### src/shared/rpct_regs.svh
// Register offsets, field positions, interrupt configuration codes and reset values of the timer block
`ifndef RPCT_REGS_SVH
`define RPCT_REGS_SVH
`define RPCT_T0_MATCH_HIGH 12'hF04
`define RPCT_T0_MATCH_LOW 12'hF05
`define RPCT_T0_CONTROL_ZERO 12'hF06
`define RPCT_T0_CONTROL_ONE 12'hF07
`define RPCT_T0_RELOAD_HIGH 12'hF08
`define RPCT_T0_RELOAD_LOW 12'hF09
`define RPCT_T0_COUNT_HIGH 12'hF0A
`define RPCT_T0_COUNT_LOW 12'hF0B
`define RPCT_T1_MATCH_HIGH 12'hF0C
`define RPCT_T1_MATCH_LOW 12'hF0D
`define RPCT_T1_CONTROL_ZERO 12'hF0E
`define RPCT_T1_CONTROL_ONE 12'hF0F
`define RPCT_T1_RELOAD_HIGH 12'hF10
`define RPCT_T1_RELOAD_LOW 12'hF11
`define RPCT_T1_COUNT_HIGH 12'hF12
`define RPCT_T1_COUNT_LOW 12'hF13
`define RPCT_IRQ_STATUS 12'hF20
`define RPCT_IRQ_MASK 12'hF24
// Control register zero fields
`define RPCT_C0_MODE_MSB 7
`define RPCT_C0_CFG_HI 6
`define RPCT_C0_CFG_LO 5
`define RPCT_C0_DB_HI 3
`define RPCT_C0_DB_LO 1
`define RPCT_C0_CAP 0
`define RPCT_C0_WMASK 8'hFE
// Control register one fields
`define RPCT_C1_EN 7
`define RPCT_C1_POL 6
`define RPCT_C1_PRE_HI 5
`define RPCT_C1_PRE_LO 3
`define RPCT_C1_MODE_HI 2
`define RPCT_C1_MODE_LO 0
// Interrupt configuration codes
`define RPCT_CFG_CAPTURE 2'h2
`define RPCT_CFG_RELOAD 2'h3
// Reset values
`define RPCT_RST_BYTE 8'h00
`define RPCT_RST_WORD 16'h0000
`define RPCT_RST_RELOAD 16'hFFFF
`define RPCT_START_COUNT 16'h0001
`endif

### src/shared/rpct_pkg.sv
// Types shared by the timer block
package rpct_pkg;
   // Timer operating modes: {mode_select_msb, mode_select_field}
   typedef enum logic [3:0] {
      RPCT_ONE_SHOT = 4'h0,
      RPCT_CONTINUOUS = 4'h1,
      RPCT_COUNTER = 4'h2,
      RPCT_PWM_SINGLE = 4'h3,
      RPCT_CAPTURE = 4'h4,
      RPCT_COMPARE = 4'h5,
      RPCT_GATED = 4'h6,
      RPCT_CAPT_CMP = 4'h7,
      RPCT_PWM_DUAL = 4'h8
   } rpct_mode_t;
   // Deadband sequencer states, one-hot
   typedef enum logic [2:0] {
      RPCT_DB_IDLE = 3'h1,
      RPCT_DB_WAIT = 3'h2,
      RPCT_DB_RUN = 3'h4
   } rpct_db_t;
   // Per-timer registers
   typedef struct packed {
      logic [7:0] ctl0;
      logic [7:0] ctl1;
      logic [15:0] match;
      logic [15:0] reload;
      logic [15:0] count;
      logic [6:0] pre;
      logic pin_q;
      logic pwm;
      logic out_a;
      logic out_b;
      rpct_db_t db_st;
      logic [2:0] db_cnt;
      logic irq;
      logic oneshot_done;
   } rpct_tmr_t;
   // Timer pins
   typedef struct packed {
      logic out;
      logic comp_out;
      logic comp_oe;
   } rpct_pins_t;
endpackage

### src/verilog/rpct_timer.sv
// Two reloadable PWM/capture timers with an APB register slave
// ----------------------------------------------------------------
// ----------------------------------------------------------------
//
// Added by the designer: the APB register port.
`timescale 1ns/10ps
`default_nettype none
`include "rpct_regs.svh"
module rpct_timer
   import rpct_pkg::*;
#(
   parameter int NUM_TMR = 2
) (
   // Clock and reset
   input wire logic clk_sys,
   input wire logic rst_b,
   // APB slave
   input wire logic psel,
   input wire logic penable,
   input wire logic pwrite,
   input wire logic [11:0] paddr,
   input wire logic [31:0] pwdata,
   output logic [31:0] prdata,
   output logic pready,
   output logic pslverr,
   // Timer pins
   input wire logic [NUM_TMR-1:0] tmr_in,
   output logic [NUM_TMR-1:0] tmr_out,
   output logic [NUM_TMR-1:0] tmr_comp_out,
   output logic [NUM_TMR-1:0] tmr_comp_oe,
   // Interrupts
   output logic [NUM_TMR-1:0] tmr_irq_pulse,
   output logic irq
);
   // ----------------------------------------------------------------
   // State
   // ----------------------------------------------------------------
   typedef struct packed {
      rpct_tmr_t [NUM_TMR-1:0] t;
      logic [31:0] rdata;
      logic ready;
      logic err;
      logic [NUM_TMR-1:0] sts;
      logic [NUM_TMR-1:0] msk;
      logic irq;
   } rpct_state_t;

   rpct_state_t st;
   rpct_state_t next_st;

   // Next-state logic for bus, timers and interrupts
   always_comb begin
      logic access;
      logic wr;
      logic hit;
      logic [7:0] wb;
      logic [7:0] rb;
      logic [11:0] base;
      rpct_mode_t md;
      logic tick;
      logic pin_rise;
      logic pin_edge;
      logic at_reload;
      logic capt;
      logic [6:0] div;
      logic tout;
      logic ev;
      next_st = st;
      access = psel && penable && !st.ready;
      // Write lands at the edge where the master samples pready high
      wr = psel && penable && pwrite && st.ready;
      wb = pwdata[7:0];
      rb = `RPCT_RST_BYTE;
      hit = 1'b0;
      base = 12'h000;
      md = RPCT_ONE_SHOT;
      tick = 1'b0;
      pin_rise = 1'b0;
      pin_edge = 1'b0;
      at_reload = 1'b0;
      capt = 1'b0;
      div = 7'h00;
      tout = 1'b0;
      ev = 1'b0;
      // Bus answers one cycle after the access phase begins
      next_st.ready = access;
      next_st.err = 1'b0;
      next_st.rdata = 32'h0000_0000;
      for (int i = 0; i < NUM_TMR; i++) begin
         base = (i == 0) ? `RPCT_T0_MATCH_HIGH : `RPCT_T1_MATCH_HIGH;
         next_st.t[i].irq = 1'b0;
         // Register access, one byte per consecutive address
         if (paddr == base) begin
            hit = 1'b1;
            rb = st.t[i].match[15:8];
            if (wr) next_st.t[i].match[15:8] = wb;
         end
         if (paddr == base + 12'h001) begin
            hit = 1'b1;
            rb = st.t[i].match[7:0];
            if (wr) next_st.t[i].match[7:0] = wb;
         end
         if (paddr == base + 12'h002) begin
            hit = 1'b1;
            rb = st.t[i].ctl0;
            if (wr) begin
               next_st.t[i].ctl0 = (wb & `RPCT_C0_WMASK) |
                  (st.t[i].ctl0 & ~`RPCT_C0_WMASK);
            end
         end
         if (paddr == base + 12'h003) begin
            hit = 1'b1;
            rb = st.t[i].ctl1;
            if (wr) next_st.t[i].ctl1 = wb;
         end
         if (paddr == base + 12'h004) begin
            hit = 1'b1;
            rb = st.t[i].reload[15:8];
            if (wr) next_st.t[i].reload[15:8] = wb;
         end
         if (paddr == base + 12'h005) begin
            hit = 1'b1;
            rb = st.t[i].reload[7:0];
            if (wr) next_st.t[i].reload[7:0] = wb;
         end
         if (paddr == base + 12'h006) begin
            hit = 1'b1;
            rb = st.t[i].count[15:8];
            if (wr) next_st.t[i].count[15:8] = wb;
         end
         if (paddr == base + 12'h007) begin
            hit = 1'b1;
            rb = st.t[i].count[7:0];
            if (wr) next_st.t[i].count[7:0] = wb;
         end
         // Mode from the high bit above the low field
         md = rpct_mode_t'({st.t[i].ctl0[`RPCT_C0_MODE_MSB],
            st.t[i].ctl1[`RPCT_C1_MODE_HI:`RPCT_C1_MODE_LO]});
         // Input pin edges, sampled once per clock
         next_st.t[i].pin_q = tmr_in[i];
         pin_edge = tmr_in[i] ^ st.t[i].pin_q;
         pin_rise = pin_edge && (tmr_in[i] ^ st.t[i].ctl1[`RPCT_C1_POL]);
         // Prescaler: ratio 2**field, 1 to 128
         div = 7'((8'h01 << st.t[i].ctl1[`RPCT_C1_PRE_HI:`RPCT_C1_PRE_LO]) - 8'h01);
         if (st.t[i].ctl1[`RPCT_C1_EN]) begin
            if (md == RPCT_COUNTER) begin
               tick = pin_rise;
            end else if (md == RPCT_GATED) begin
               tick = st.t[i].pre == div && tmr_in[i];
            end else begin
               tick = st.t[i].pre == div;
            end
            if (st.t[i].pre == div || (md == RPCT_GATED && !tmr_in[i])) begin
               next_st.t[i].pre = 7'h00;
            end else begin
               next_st.t[i].pre = st.t[i].pre + 7'h01;
            end
         end else begin
            next_st.t[i].pre = 7'h00;
         end
         // Capture on pin edge in capture modes
         capt = st.t[i].ctl1[`RPCT_C1_EN] && pin_rise &&
            (md == RPCT_CAPTURE || md == RPCT_CAPT_CMP) && md != RPCT_PWM_DUAL;
         at_reload = tick && st.t[i].count == st.t[i].reload;
         if (capt) begin
            next_st.t[i].match = st.t[i].count;
         end
         if (tick) begin
            if (at_reload || (md == RPCT_CAPT_CMP && capt)) begin
               next_st.t[i].count = `RPCT_START_COUNT;
               if (md == RPCT_ONE_SHOT) next_st.t[i].ctl1[`RPCT_C1_EN] = 1'b0;
            end else begin
               next_st.t[i].count = st.t[i].count + 16'h0001;
            end
         end
         // PWM toggles on match, reset to polarity on reload
         if (at_reload && (md == RPCT_PWM_SINGLE || md == RPCT_PWM_DUAL)) begin
            next_st.t[i].pwm = st.t[i].ctl1[`RPCT_C1_POL];
         end else if (tick && st.t[i].count == st.t[i].match &&
               md != RPCT_CAPTURE && md != RPCT_CAPT_CMP) begin
            next_st.t[i].pwm = ~st.t[i].pwm;
         end else if (!st.t[i].ctl1[`RPCT_C1_EN]) begin
            next_st.t[i].pwm = st.t[i].ctl1[`RPCT_C1_POL];
         end
         // Deadband sequencer delays each rising edge
         tout = st.t[i].pwm;
         unique case (st.t[i].db_st)
            RPCT_DB_IDLE: begin
               next_st.t[i].out_a = 1'b0;
               next_st.t[i].out_b = 1'b0;
               if (st.t[i].out_a != tout || st.t[i].out_b != ~tout) begin
                  next_st.t[i].db_cnt = st.t[i].ctl0[`RPCT_C0_DB_HI:`RPCT_C0_DB_LO];
                  next_st.t[i].db_st = RPCT_DB_WAIT;
               end
            end
            RPCT_DB_WAIT: begin
               if (st.t[i].db_cnt == 3'h0) begin
                  next_st.t[i].out_a = tout;
                  next_st.t[i].out_b = ~tout;
                  next_st.t[i].db_st = RPCT_DB_RUN;
               end else begin
                  next_st.t[i].db_cnt = st.t[i].db_cnt - 3'h1;
               end
            end
            RPCT_DB_RUN: begin
               if (st.t[i].out_a != tout) begin
                  next_st.t[i].out_a = 1'b0;
                  next_st.t[i].out_b = 1'b0;
                  next_st.t[i].db_cnt = st.t[i].ctl0[`RPCT_C0_DB_HI:`RPCT_C0_DB_LO];
                  next_st.t[i].db_st = RPCT_DB_WAIT;
               end
            end
            default: begin
               next_st.t[i].db_st = RPCT_DB_IDLE;
            end
         endcase
         // Interrupt events filtered by configuration
         unique case (st.t[i].ctl0[`RPCT_C0_CFG_HI:`RPCT_C0_CFG_LO])
            `RPCT_CFG_CAPTURE: ev = capt;
            `RPCT_CFG_RELOAD: ev = at_reload;
            default: ev = capt || at_reload;
         endcase
         if (ev) begin
            next_st.t[i].irq = 1'b1;
            next_st.t[i].ctl0[`RPCT_C0_CAP] = capt;
         end
      end
      // Interrupt status and mask
      if (paddr == `RPCT_IRQ_STATUS) begin
         hit = 1'b1;
         rb = 8'(st.sts);
         if (wr) next_st.sts = st.sts & ~wb[NUM_TMR-1:0];
      end
      if (paddr == `RPCT_IRQ_MASK) begin
         hit = 1'b1;
         rb = 8'(st.msk);
         if (wr) next_st.msk = wb[NUM_TMR-1:0];
      end
      for (int i = 0; i < NUM_TMR; i++) begin
         if (next_st.t[i].irq) next_st.sts[i] = 1'b1; // set wins over clear
      end
      next_st.irq = |(next_st.sts & next_st.msk);
      if (access) begin
         next_st.rdata = {24'h000000, rb};
         next_st.err = !hit;
      end
   end

   // State register
   always_ff @(posedge clk_sys) begin
      if (!rst_b) begin
         st <= '0;
         for (int i = 0; i < NUM_TMR; i++) begin
            st.t[i].reload <= `RPCT_RST_RELOAD;
            st.t[i].count <= `RPCT_START_COUNT;
            st.t[i].db_st <= RPCT_DB_IDLE;
         end
      end else begin
         st <= next_st;
      end
   end

   // Outputs from flip-flops, except tmr_comp_oe decoded from the mode bits
   always_comb begin
      prdata = st.rdata;
      pready = st.ready;
      pslverr = st.err;
      irq = st.irq;
      for (int i = 0; i < NUM_TMR; i++) begin
         tmr_out[i] = st.t[i].out_a;
         tmr_comp_out[i] = st.t[i].out_b;
         tmr_irq_pulse[i] = st.t[i].irq;
         tmr_comp_oe[i] = {st.t[i].ctl0[`RPCT_C0_MODE_MSB],
            st.t[i].ctl1[`RPCT_C1_MODE_HI:`RPCT_C1_MODE_LO]} == RPCT_PWM_DUAL;
      end
   end

   // ----------------------------------------------------------------
   // Checks
   // ----------------------------------------------------------------
   irq_pulse_single_a: assert property (@(posedge clk_sys) disable iff (!rst_b)
      tmr_irq_pulse[0] |=> !tmr_irq_pulse[0]) else $error("irq pulse too long");
   dual_never_both_a: assert property (@(posedge clk_sys) disable iff (!rst_b)
      !(tmr_out[0] && tmr_comp_out[0] && tmr_comp_oe[0]))
      else $error("both dual outputs high");
   cap_flag_ro_a: assert property (@(posedge clk_sys) disable iff (!rst_b)
      (psel && penable && pwrite && pready && paddr == `RPCT_T0_CONTROL_ZERO
      && !tmr_irq_pulse[0] && !st.t[0].irq) |=> $stable(st.t[0].ctl0[`RPCT_C0_CAP]))
      else $error("capture flag written");
   apb_ready_a: assert property (@(posedge clk_sys) disable iff (!rst_b)
      (psel && penable && !pready) |=> pready) else $error("apb answer late");
   irq_level_a: assert property (@(posedge clk_sys) disable iff (!rst_b)
      tmr_irq_pulse[0] && st.msk[0] |-> ##1 irq) else $error("irq not raised");
   comp_oe_mode_a: assert property (@(posedge clk_sys) disable iff (!rst_b)
      tmr_comp_oe[1] |-> st.t[1].ctl0[`RPCT_C0_MODE_MSB]) else $error("oe in wrong mode");
   capture_copy_a: assert property (@(posedge clk_sys) disable iff (!rst_b)
      (tmr_irq_pulse[0] && st.t[0].ctl0[`RPCT_C0_CAP]) |-> st.t[0].match == $past(st.t[0].count))
      else $error("capture value wrong");
   reload_start_a: assert property (@(posedge clk_sys) disable iff (!rst_b)
      (st.t[0].ctl1[`RPCT_C1_EN] && st.t[0].count == st.t[0].reload && st.t[0].pre ==
      7'((8'h01 << st.t[0].ctl1[`RPCT_C1_PRE_HI:`RPCT_C1_PRE_LO]) - 8'h01) &&
      st.t[0].ctl1[`RPCT_C1_MODE_HI:`RPCT_C1_MODE_LO] == 3'h1 && !st.t[0].ctl0[7] && !pready
      && !psel) |=> st.t[0].count == `RPCT_START_COUNT) else $error("no reload");
endmodule // rpct_timer
`default_nettype wire

### config.mk
export PLATFORM = sky130hd
export DESIGN_NAME = rpct_timer
export DESIGN_NICKNAME = d
export VERILOG_FILES = /design/src/shared/rpct_pkg.sv /design/src/verilog/rpct_timer.sv
export VERILOG_INCLUDE_DIRS = /design/src /design/src/shared
export SDC_FILE = /design/constraint.sdc
export NUM_CORES = 1
export LEC_CHECK = 0
export ABC_AREA = 1
export BUFFER_PORTS_ARGS = -buffer_cell sky130_fd_sc_hd__buf_2
export CORE_MARGIN = 8
export CORE_UTILIZATION = 35
export CTS_BUF_LIST = sky130_fd_sc_hd__clkbuf_8
export CTS_CLUSTER_DIAMETER = 30
export DETAILED_ROUTE_END_ITERATION = 10
export GPL_ROUTABILITY_DRIVEN = 0
export MAX_ROUTING_LAYER = met4
export PLACE_DENSITY_LB_ADDON = 0.12
export SLEW_MARGIN = 20
export SYNTH_ARGS = -nofsm -noshare
export SYNTH_HDL_FRONTEND = slang
export SYNTH_SLANG_ARGS = --single-unit
### constraint.sdc
create_clock -name clk_sys -period 2.57 [get_ports clk_sys]
set_clock_uncertainty 0.05 [all_clocks]
set_input_delay 0.257 -clock clk_sys [delete_from_list [all_inputs] [get_ports clk_sys]]
set_output_delay 0.257 -clock clk_sys [all_outputs]
set_load 0.03 [all_outputs]
==> Word level (Yosys, flattened, before mapping) <==
Index checks and enable logic that the tools add are counted.
W data, S select, Z words.
{ "totals": {"reg_bits": 203, "inputBits": 51, "out_inout_bits": 43, "word_cells": 333} }
{ "op_classes": {"n_addsub": 8, "n_eq_ne": 66, "shift": 2, "muxes": 103, "bitwise": 15, "reduce_logical": 95} }
{ "op_table": {"columns": ["operator", "count"], "rows": [
  ["$mux W8", 31],
  ["$eq A12 B12 Y1 const B", 18],
  ["$mux W16", 6],
  ["$eq A16 B16 Y1", 4],
  ["$mux W1", 46],
  ["$reduce_and A2 Y1", 19],
  ["$pmux W3 S3", 4],
  ["$add A16 B1 Y16 const B", 2],
  ["$reduce_bool A2 Y1", 16],
  ["$logic_and A1 B1 Y1", 28],
  ["$eq A4 B3 Y1 const B", 6],
  ["$eq A4 B2 Y1 const B", 4],
  ["$ne A2 B2 Y1 const B", 8],
  ["$ne A4 B3 Y1 const B", 4],
  ["$or A8 B1 Y8", 2],
  ["$add A7 B1 Y7 const B", 2],
  ["$eq A7 B7 Y1", 2],
  ["$shl A1 B3 Y7 const A", 2],
  ["$sub A7 B1 Y7 const B", 2],
  ["$logic_or A1 B1 Y1", 12],
  ["$mux W2", 6],
  ["$mux W6", 2],
  ["$pmux W2 S3", 2],
  ["$reduce_and A3 Y1", 4],
  ["other kinds (24)", 57]
]} }

==> Depth between registers and ports, before layout <==
Gate-level depths: netlist (run 1).
{ "logic_depth": {"ltp_word": 20, "mapped_depth": 16, "ltp_nobuf": 16} }

==> Worst setup path after synthesis (run 1) <==
OpenSTA, ideal clock, no wires.
{ "synth_path": {"path_type": "reg-to-reg", "start": "register st[106] in the netlist's numbering", "end": "register st[49] in the netlist's numbering", "setup_time_ps": 119, "arrival_ps": 1869, "setup_slack_ps": 532, "path_stages_with_launch": 8, "path_buffers": 0, "period_less_slack_ps": 2038, "path_cell_list": "dfxtp_1 > or2_2 > nor3_1 > o21ai_0 > nand2_1 > nand2_1 > o21ai_0 > a21oi_1"} }
{ "synth_between": {"word_cells_on_any_way": 18, "classes_between": "7 x eq/ne; 5 x mux; 6 x reduce/logical"} }
{ "synth_lines": {"columns": ["element", "line_no", "source"], "rows": [
  ["start, declared", "rpct_timer.sv:48", "rpct_state_t st;"],
  ["start signal, assigned", "rpct_timer.sv:259", "st <= next_st;"],
  ["$eq A4 B4 Y1 (*)", null, null],
  ["via tmr_comp_oe[0]", "rpct_timer.sv:30", "output logic [NUM_TMR-1:0] tmr_comp_oe,"],
  ["$logic_or A1 B1 Y1 (*)", "rpct_timer.sv:177", "if (at_reload && (md == RPCT_PWM_SINGLE || md == RPCT_PWM_DUAL)) begin"],
  ["$logic_and A1 B1 Y1 (*)", "rpct_timer.sv:177", null],
  ["$ne A3 B1 Y1 (no line) or $mux W1 (tied branches)", null, null]
]} }
The timed path passes the listed nets; every way through them passes the cells marked *.
A chain may end at the register's enable or synchronous reset.

==> Worst setup path after layout (run 1) <==
{ "layout_path": {"start": "register st[60] in the netlist's numbering", "end": "register st[72] in the netlist's numbering"} }
{ "layout_between": {"elab_chain_cells": 5, "word_cells_on_any_way": 6, "classes_between": "1 x add/sub; 1 x eq/ne; 2 x mux; 2 x reduce/logical"} }
{ "layout_rtl": {"columns": ["element", "line_no", "source"], "rows": [
  ["parallel branches: the longest is 3 deep, another holds $add A16 B1 Y16", null, null],
  ["$mux W16 (*)", "rpct_timer.sv:169", "if (at_reload || (md == RPCT_CAPT_CMP && capt)) begin"],
  ["$mux W16 (*)", "rpct_timer.sv:168", "if (tick) begin"]
]} }
Mark *: on every way between the ends.

==> metrics.yaml, run 1 <==
post-route-period-util_pct: 93.8
syn_inst: 1636
p_leak_nw: 5.22
setup.worst_path.start_class: "flop"
syn-cell-area_um2: 10900
setup_violations: 0
drt_pass1_iterations: 5
h-tree-depth: 4
postRouteAntennaNets: 0
worst_path_max_delay_cell: "dfxtp_1"
hold_path.class: "in2reg"
cts.sinks: 179
place_inst: 2072
cp_top_family: "simple AND/OR/NAND/NOR gates"
ys_types: 54
start_util_pct: 35.6
max_cap_viol_count: 0
ys_seq_area_share_pct: 32.8
slowest_delay_ps: 580
yosysWarningCount: 0
status: "complete, no violations"
endpoint_kind: "flop"
crit_type: "reg2reg"
path_max_fanout: 7
cts_tree: "yes"
grt_pass1_vias: 10028
core_um2: 30700
arrival_ps: 2760
drtIter0Drc: 924
cp.depth: 10
cts-buffers-inserted: 17
netSwitchingFraction_pct: 31.5
crit_buf_inv: 1
synth_edf_count: 0
slew_headroom_pct: 37.2
netlist_top_cells_area: "dfxtp_1, nand2_1, nor2_1, inv_1, xor2_1"
fin_tns_setup_ps: 0
p_clk_share_pct: 36.7
synth_flop_cell: "dfxtp_1"
post-route-util_pct: 39.7
wl_mm: 39.5
clk_pin_slew_ps: 110
multi_input_area_um2: 6060
nets: 1758
rsz0062_at_grt: "false"
peakVddDrop_v: 0.000303
cts_root_buf: "clkbuf_8"
wl_per_cell_um: 18.8
hold_viol_final: 0
ys_ff_latch: 179
grt_use_total_pct: 21.9
overflow: 0
final_layout_size_suffix_gt1_share_pct: 11.9
portBuffers: 45
powerDensity_nw_per_um2: 463
hpwl_mm: 30.0
finalCriticalPeriod_ps: 2410
synth_top_cell_by_area: "dfxtp_1"
rows: 64
fin_cells: 2109
grt_pass1_wl_mm: 60.0
area.growth.synth_to_final_pct: 11.4
cpMostUsedCell: "nor2_1"
clk_latency_ps: 500
combPwrFrac_pct: 12.1
fp.dieH_um: 193
yosysTopAreaCellShare_pct: 32.8
cts_buffer_depth: 2
regArea_um2: 3590
cp.required_ps: 2920
switching_power_mw: 1.77
drv_slew: 0
fmax_ghz: 0.415
synth.avg_cell_area_um2: 6.68
antenna_found_initial: 1
remaining_drc_errors: 0
fillers: 3286
reg2regPathDepth: 10
via_per_inst: 5.20
cts_setup_buffers: 0
grt_max_degree: 82
async_flop_share_pct: 0
vias: 10973
die_w_um: 193
whs_path_depth: 3
io_pins: 94
crit_chain: "inv_1, nor4_4, nand4_1, nor2_1, nand4_1, nor2_1, nand2_1, xor2_1, a21oi_1, nor2_1"
worst_pin_slew_ps: 941
p_seq_share_pct: 51.1
p_int_mw: 3.86
die_area_um2: 37100
## kinds of logic after synthesis
| kind of cell | synth area share (%) |
|---|---|
| AOI/OAI and AO/OA | 14.8 |
| adders and majority gates | 0.916 |
| xor gates and xnor gates | 6.81 |
| DFF | 32.8 |
| buffers and inverters | 12.6 |
| other | 0.0343 |
| and+or+nand+nor | 32.1 |
## tightest hold or removal path, cell delays in order
cell and delay (ps):
buf_2 120, buf_4 180, nand3_1 80
## power by group through the flow
stage / Sequential, mW / Clock, mW / Combinational (mW)
after floorplan: 2.94 / 0 / 0.514
after global placement: 2.95 / 0 / 0.674
after detailed placement: 2.94 / 0 / 0.675
after CTS: 2.88 / 2.13 / 0.685
after global routing: 2.89 / 2.22 / 0.774
final: 2.88 / 2.07 / 0.683
## synth_stat cells, types with 10 or more instances
master / instances
nand2_1: 326
nor2_1: 217
inv_1: 203
dfxtp_1: 179
a21oi_1: 86
nand3_1: 84
o21ai_0: 79
xor2_1: 54
nand4_1: 53
buf_4: 42
clkbuf_1: 32
o211ai_1: 32
xnor2_1: 31
nor3_1: 27
a31oi_1: 22
nor4_1: 18
o22ai_1: 17
buf_2: 16
nor2_2: 10
## what timing repair did
item | CTS | global route
hold buffers | 4 | 0
endpoints found under the hold margin | 3 | 0
setup endpoints to repair | 0 | 15
resized for setup | 0 | 4
## worst paths after layout
| kind | from | slack (ps) | end |
|---|---|---|---|
| setup reg to reg | st[60]$_SDFFE_PN0P_ | 160 | st[72]$_SDFFE_PN0P_ |
| hold reg to reg | st[201]$_SDFFE_PN0P_ | 420 | st[201]$_SDFFE_PN0P_ |
| setup / recovery | st[60]$_SDFFE_PN0P_ | 160 | st[72]$_SDFFE_PN0P_ |
| hold / removal | rst_b | 130 | st[127]$_SDFFE_PN1P_ |
## area by class of cell
class / instances / area share, %
Inverter: 215 / 6.67
Antenna cell: 1 / 0.0206
Multi-Input combinational cell: 1168 / 49.8
Clock buffer: 17 / 1.92
Timing Repair Buffer: 118 / 6.74
Clock inverter: 15 / 1.37
Tap cell: 396 / 4.07
Sequential cell: 179 / 29.5
## sequential cells by signal, summed over array words and instances (netlist names)
name           cells
st               162
irq                1
pslverr            1
tmr_irq_pulse      2
prdata             8
tmr_out            2
tmr_comp_out       2
pready             1
## stage by stage
| stage | setup WS [ps] | power, mW | hold WS (ps) | cell area (µm²) |
|---|---|---|---|---|
| after global placement | -5.09 | 3.62 | 399 | 11700 |
| after floorplan | 532 | 3.45 | 300 | 11000 |
| after global routing | 0.703 | 5.89 | 133 | 12200 |
| after CTS | 78.2 | 5.70 | 112 | 12200 |
| final | 160 | 5.63 | 129 | 12200 |
| after detailed placement | 83.5 | 3.62 | 407 | 11700 |
## placed cells by master, fill, tap and decap left out, drive strengths merged, types with 23 or more instances in the layout
master  count
o21ai      85
conb       24
xnor2      31
o211ai     32
nand4      55
a21oi      86
xor2       54
inv       220
nor3       27
dfxtp     179
nand2     338
buf       114
nor2      231
nor4       23
nand3      86
## layer usage
layer	GRT usage [%]	share of wire, %
met1	30.9	48
met2	31.5	43
met3	3.31	7.6
met4	6.84	2.4
met5	-	0
Power figures use the tool's default switching activity.
==> run 2: changes to the inputs <==
Settings changed: MAX_ROUTING_LAYER met4 to not set, PLACE_DENSITY set to 0.5, PLACE_DENSITY_LB_ADDON 0.12 to not set.
==> metrics.yaml, run 2 (synthesized netlist as in run 1, its figures left out) <==
status: "complete, no violations"  # unchanged
final_common_cell: "nand2_1"  # unchanged
drtIter0Drc: 1008  # was 924
h-tree-depth: 4  # unchanged
clk_latency_ps: 490  # was 500 ps
place_area_um2: 11700  # about the same
nets: 1752  # was 1758
start_util_pct: 35.6  # unchanged
peakVddDrop_v: 0.000321  # was 0.000303 V
worst_path_max_delay_cell: "dlygate4sd3_1"  # was dfxtp_1
crit_type: "in2reg"  # was reg2reg
area.growth.synth_to_final_pct: 10.4  # was 11.4%
largest_reg_flops: 162  # unchanged
slowest_delay_ps: 550  # was 580 ps
r2r_setup_slack_ps: 150  # was 160 ps
rows: 64  # unchanged
antenna_found_initial: 1  # unchanged
cp.depth: 9  # was 10
top_register: "st"  # unchanged
final_layout_size_suffix_gt1_share_pct: 11.5  # was 11.9%
endpoint_kind: "flop"  # unchanged
grt_use_total_pct: 20.9  # was 21.9%
core_um2: 30700  # unchanged
clk_pin_slew_ps: 110  # about the same
worst_pin_slew_ps: 722  # was 941 ps
powerDensity_nw_per_um2: 453  # was 463 nW/µm²
power_mw: 5.46  # was 5.63 mW
combPwrFrac_pct: 12.4  # was 12.1%
final_cell_mix: "nand2_1, nor2_1, inv_1"  # unchanged
postRouteAntennaNets: 0  # unchanged
p_leak_nw: 5.15  # was 5.22 nW
cts.sinks: 179  # unchanged
vias: 10968  # was 10973
p_clk_share_pct: 34.8  # was 36.7%
switching_power_mw: 1.66  # was 1.77 mW
rsz0062_at_grt: "false"  # unchanged
post-route-period-util_pct: 94.7  # was 93.8%
cp.required_ps: 2860  # was 2920 ps
whs_path_depth: 3  # unchanged
r2r_start: "st[67]$_SDFFE_PN0P_"  # was st[60]$_SDFFE_PN0P_
cts-buffers-inserted: 17  # unchanged
hpwl_mm: 29.3  # was 30.0 mm
drt_pass1_iterations: 5  # unchanged
grt_pass1_wl_mm: 59.5  # was 60.0 mm
overflow: 0  # unchanged
drv_slew: 0  # unchanged
via_per_inst: 5.22  # was 5.20
cp_top_family: "buffers and inverters"  # was simple AND/OR/NAND/NOR gates
fmax_ghz: 0.411  # was 0.415 GHz
setup.worst_path.start_class: "input port"  # was flop
hold_viol_final: 0  # unchanged
io_pins: 94  # unchanged
setup_violations: 0  # unchanged
portBuffers: 45  # unchanged
crit_buf_inv: 4  # was 1
cp-endpoint: "pslverr$_SDFF_PN0_"  # was st[72]$_SDFFE_PN0P_
cts_tree: "yes"  # unchanged
grt_max_degree: 54  # was 82
design_area_um2: 12100  # was 12200 µm²
reg2regPathDepth: 13  # was 10
arrival_ps: 2720  # was 2760 ps
grt_pass1_vias: 10065  # was 10028
netSwitchingFraction_pct: 30.5  # was 31.5%
wl_mm: 38.6  # was 39.5 mm
critPathLaunch: "penable"  # was st[60]$_SDFFE_PN0P_
finalCriticalPeriod_ps: 2430  # was 2410 ps
cts_buffer_depth: 2  # unchanged
path_max_fanout: 4  # was 7
max_cap_viol_count: 0  # unchanged
crit_chain: "dlygate4sd3_1, buf_2, nand3_1, dlygate4sd3_1, nor2_1, nand2_1, nor2_1, inv_1, nor3_1"  # was inv_1, nor4_4, nand4_1, nor2_1, nand4_1, nor2_1, nand2_1, xor2_1, a21oi_1, nor2_1
fp.dieH_um: 193  # unchanged
fin_tns_setup_ps: 0  # unchanged
p_seq_share_pct: 52.8  # was 51.1%
remaining_drc_errors: 0  # unchanged
slew_headroom_pct: 51.7  # was 37.2%
hold_path.class: "in2reg"  # unchanged
die_w_um: 193  # unchanged
p_int_mw: 3.80  # was 3.86 mW
cts_root_buf: "clkbuf_8"  # unchanged
r2r_end: "st[60]$_SDFFE_PN0P_"  # was st[72]$_SDFFE_PN0P_
die_area_um2: 37100  # unchanged
wl_per_cell_um: 18.4  # was 18.8 µm
cts_setup_buffers: 0  # unchanged
==> run 2: cell types whose count changed in the layout (fill, tap and decap cells not counted), moves of 2 or more <==
cell | before | now
buf_4 | 66 | 62
clkinvlp_4 | 0 | 4
inv_8 | 4 | 0
buf_12 | 3 | 1
clkinv_2 | 1 | 3
clkinv_4 | 5 | 3
inv_1 | 203 | 205
inv_6 | 4 | 2
==> run 2: power groups by stage <==
stage	registers, mW	logic (mW)	clock network [mW]
after floorplan	2.94	0.514	0
after global placement	2.95	0.665	0
after detailed placement	2.95	0.674	0
after CTS	2.88	0.682	1.97
after global routing	2.89	0.763	2.08
final	2.88	0.678	1.90
==> run 2: worst reg2reg max path, cell delays in order (launching register included) <==
cell     delay (ps)
dfxtp_1         390
buf_4           170
nand2_1          60
nand4_1         170
nor4_2          350
nand3_2         180
nor2_2          210
inv_1            70
nand2_2         110
inv_2            90
nand2_2         120
inv_2           110
a21oi_1         160
nor2_1           60
==> run 2: repair_timing <==
item,4_1_cts,5_1_grt
endpoints found under the setup margin,0,9
hold buffers,4,0
gates resized for setup,0,5
endpoints found under the hold margin,3,0
==> run 2: layer usage <==
layer,wire length (µm),global-route usage [%],up-vias
li1,-,-,5426
met1,17700,29.8,5097
met2,16900,31.8,401
met3,3000,2.87,44
met4,953,6.82,0
met5,0,0,-
==> run 2: layout make-up <==
| cell class | count | area [µm²] |
|---|---|---|
| clock buffer | 17 | 234 |
| sequential | 179 | 3590 |
| timing repair buffer | 112 | 751 |
| antenna | 2 | 5.00 |
| multi-input combinational | 1168 | 6060 |
| tap | 396 | 495 |
| clock inverter | 14 | 118 |
| fill | 3308 | 18600 |
| inverter | 215 | 812 |
==> run 2: how the worst min path moves through the flow <==
stage                                 to  slack, ps                 start
floorplan             st[133]$_SDFF_PN0_        300             tmr_in[1]
global placement    st[201]$_SDFFE_PN0P_        400  st[201]$_SDFFE_PN0P_
detailed placement  st[201]$_SDFFE_PN0P_        410  st[201]$_SDFFE_PN0P_
CTS                 st[165]$_SDFFE_PN1P_        110             pwdata[0]
global route        st[165]$_SDFFE_PN1P_        120             pwdata[0]
finish              st[165]$_SDFFE_PN1P_        120             pwdata[0]
==> run 2: stage by stage <==
| stage | cells | utilization, % | hold WS, ps | worst slack, ps |
|---|---|---|---|---|
| finish | 2103 | 39.3 | 118 | 137 |
| global route | 2101 | 39.3 | 115 | 15.1 |
| CTS | 2101 | 39.3 | 111 | 79.2 |
| detailed placement | 2066 | 38.0 | 407 | 114 |
| global placement | 2066 | 38.0 | 397 | 137 |
| floorplan | 1659 | - | 300 | 532 |
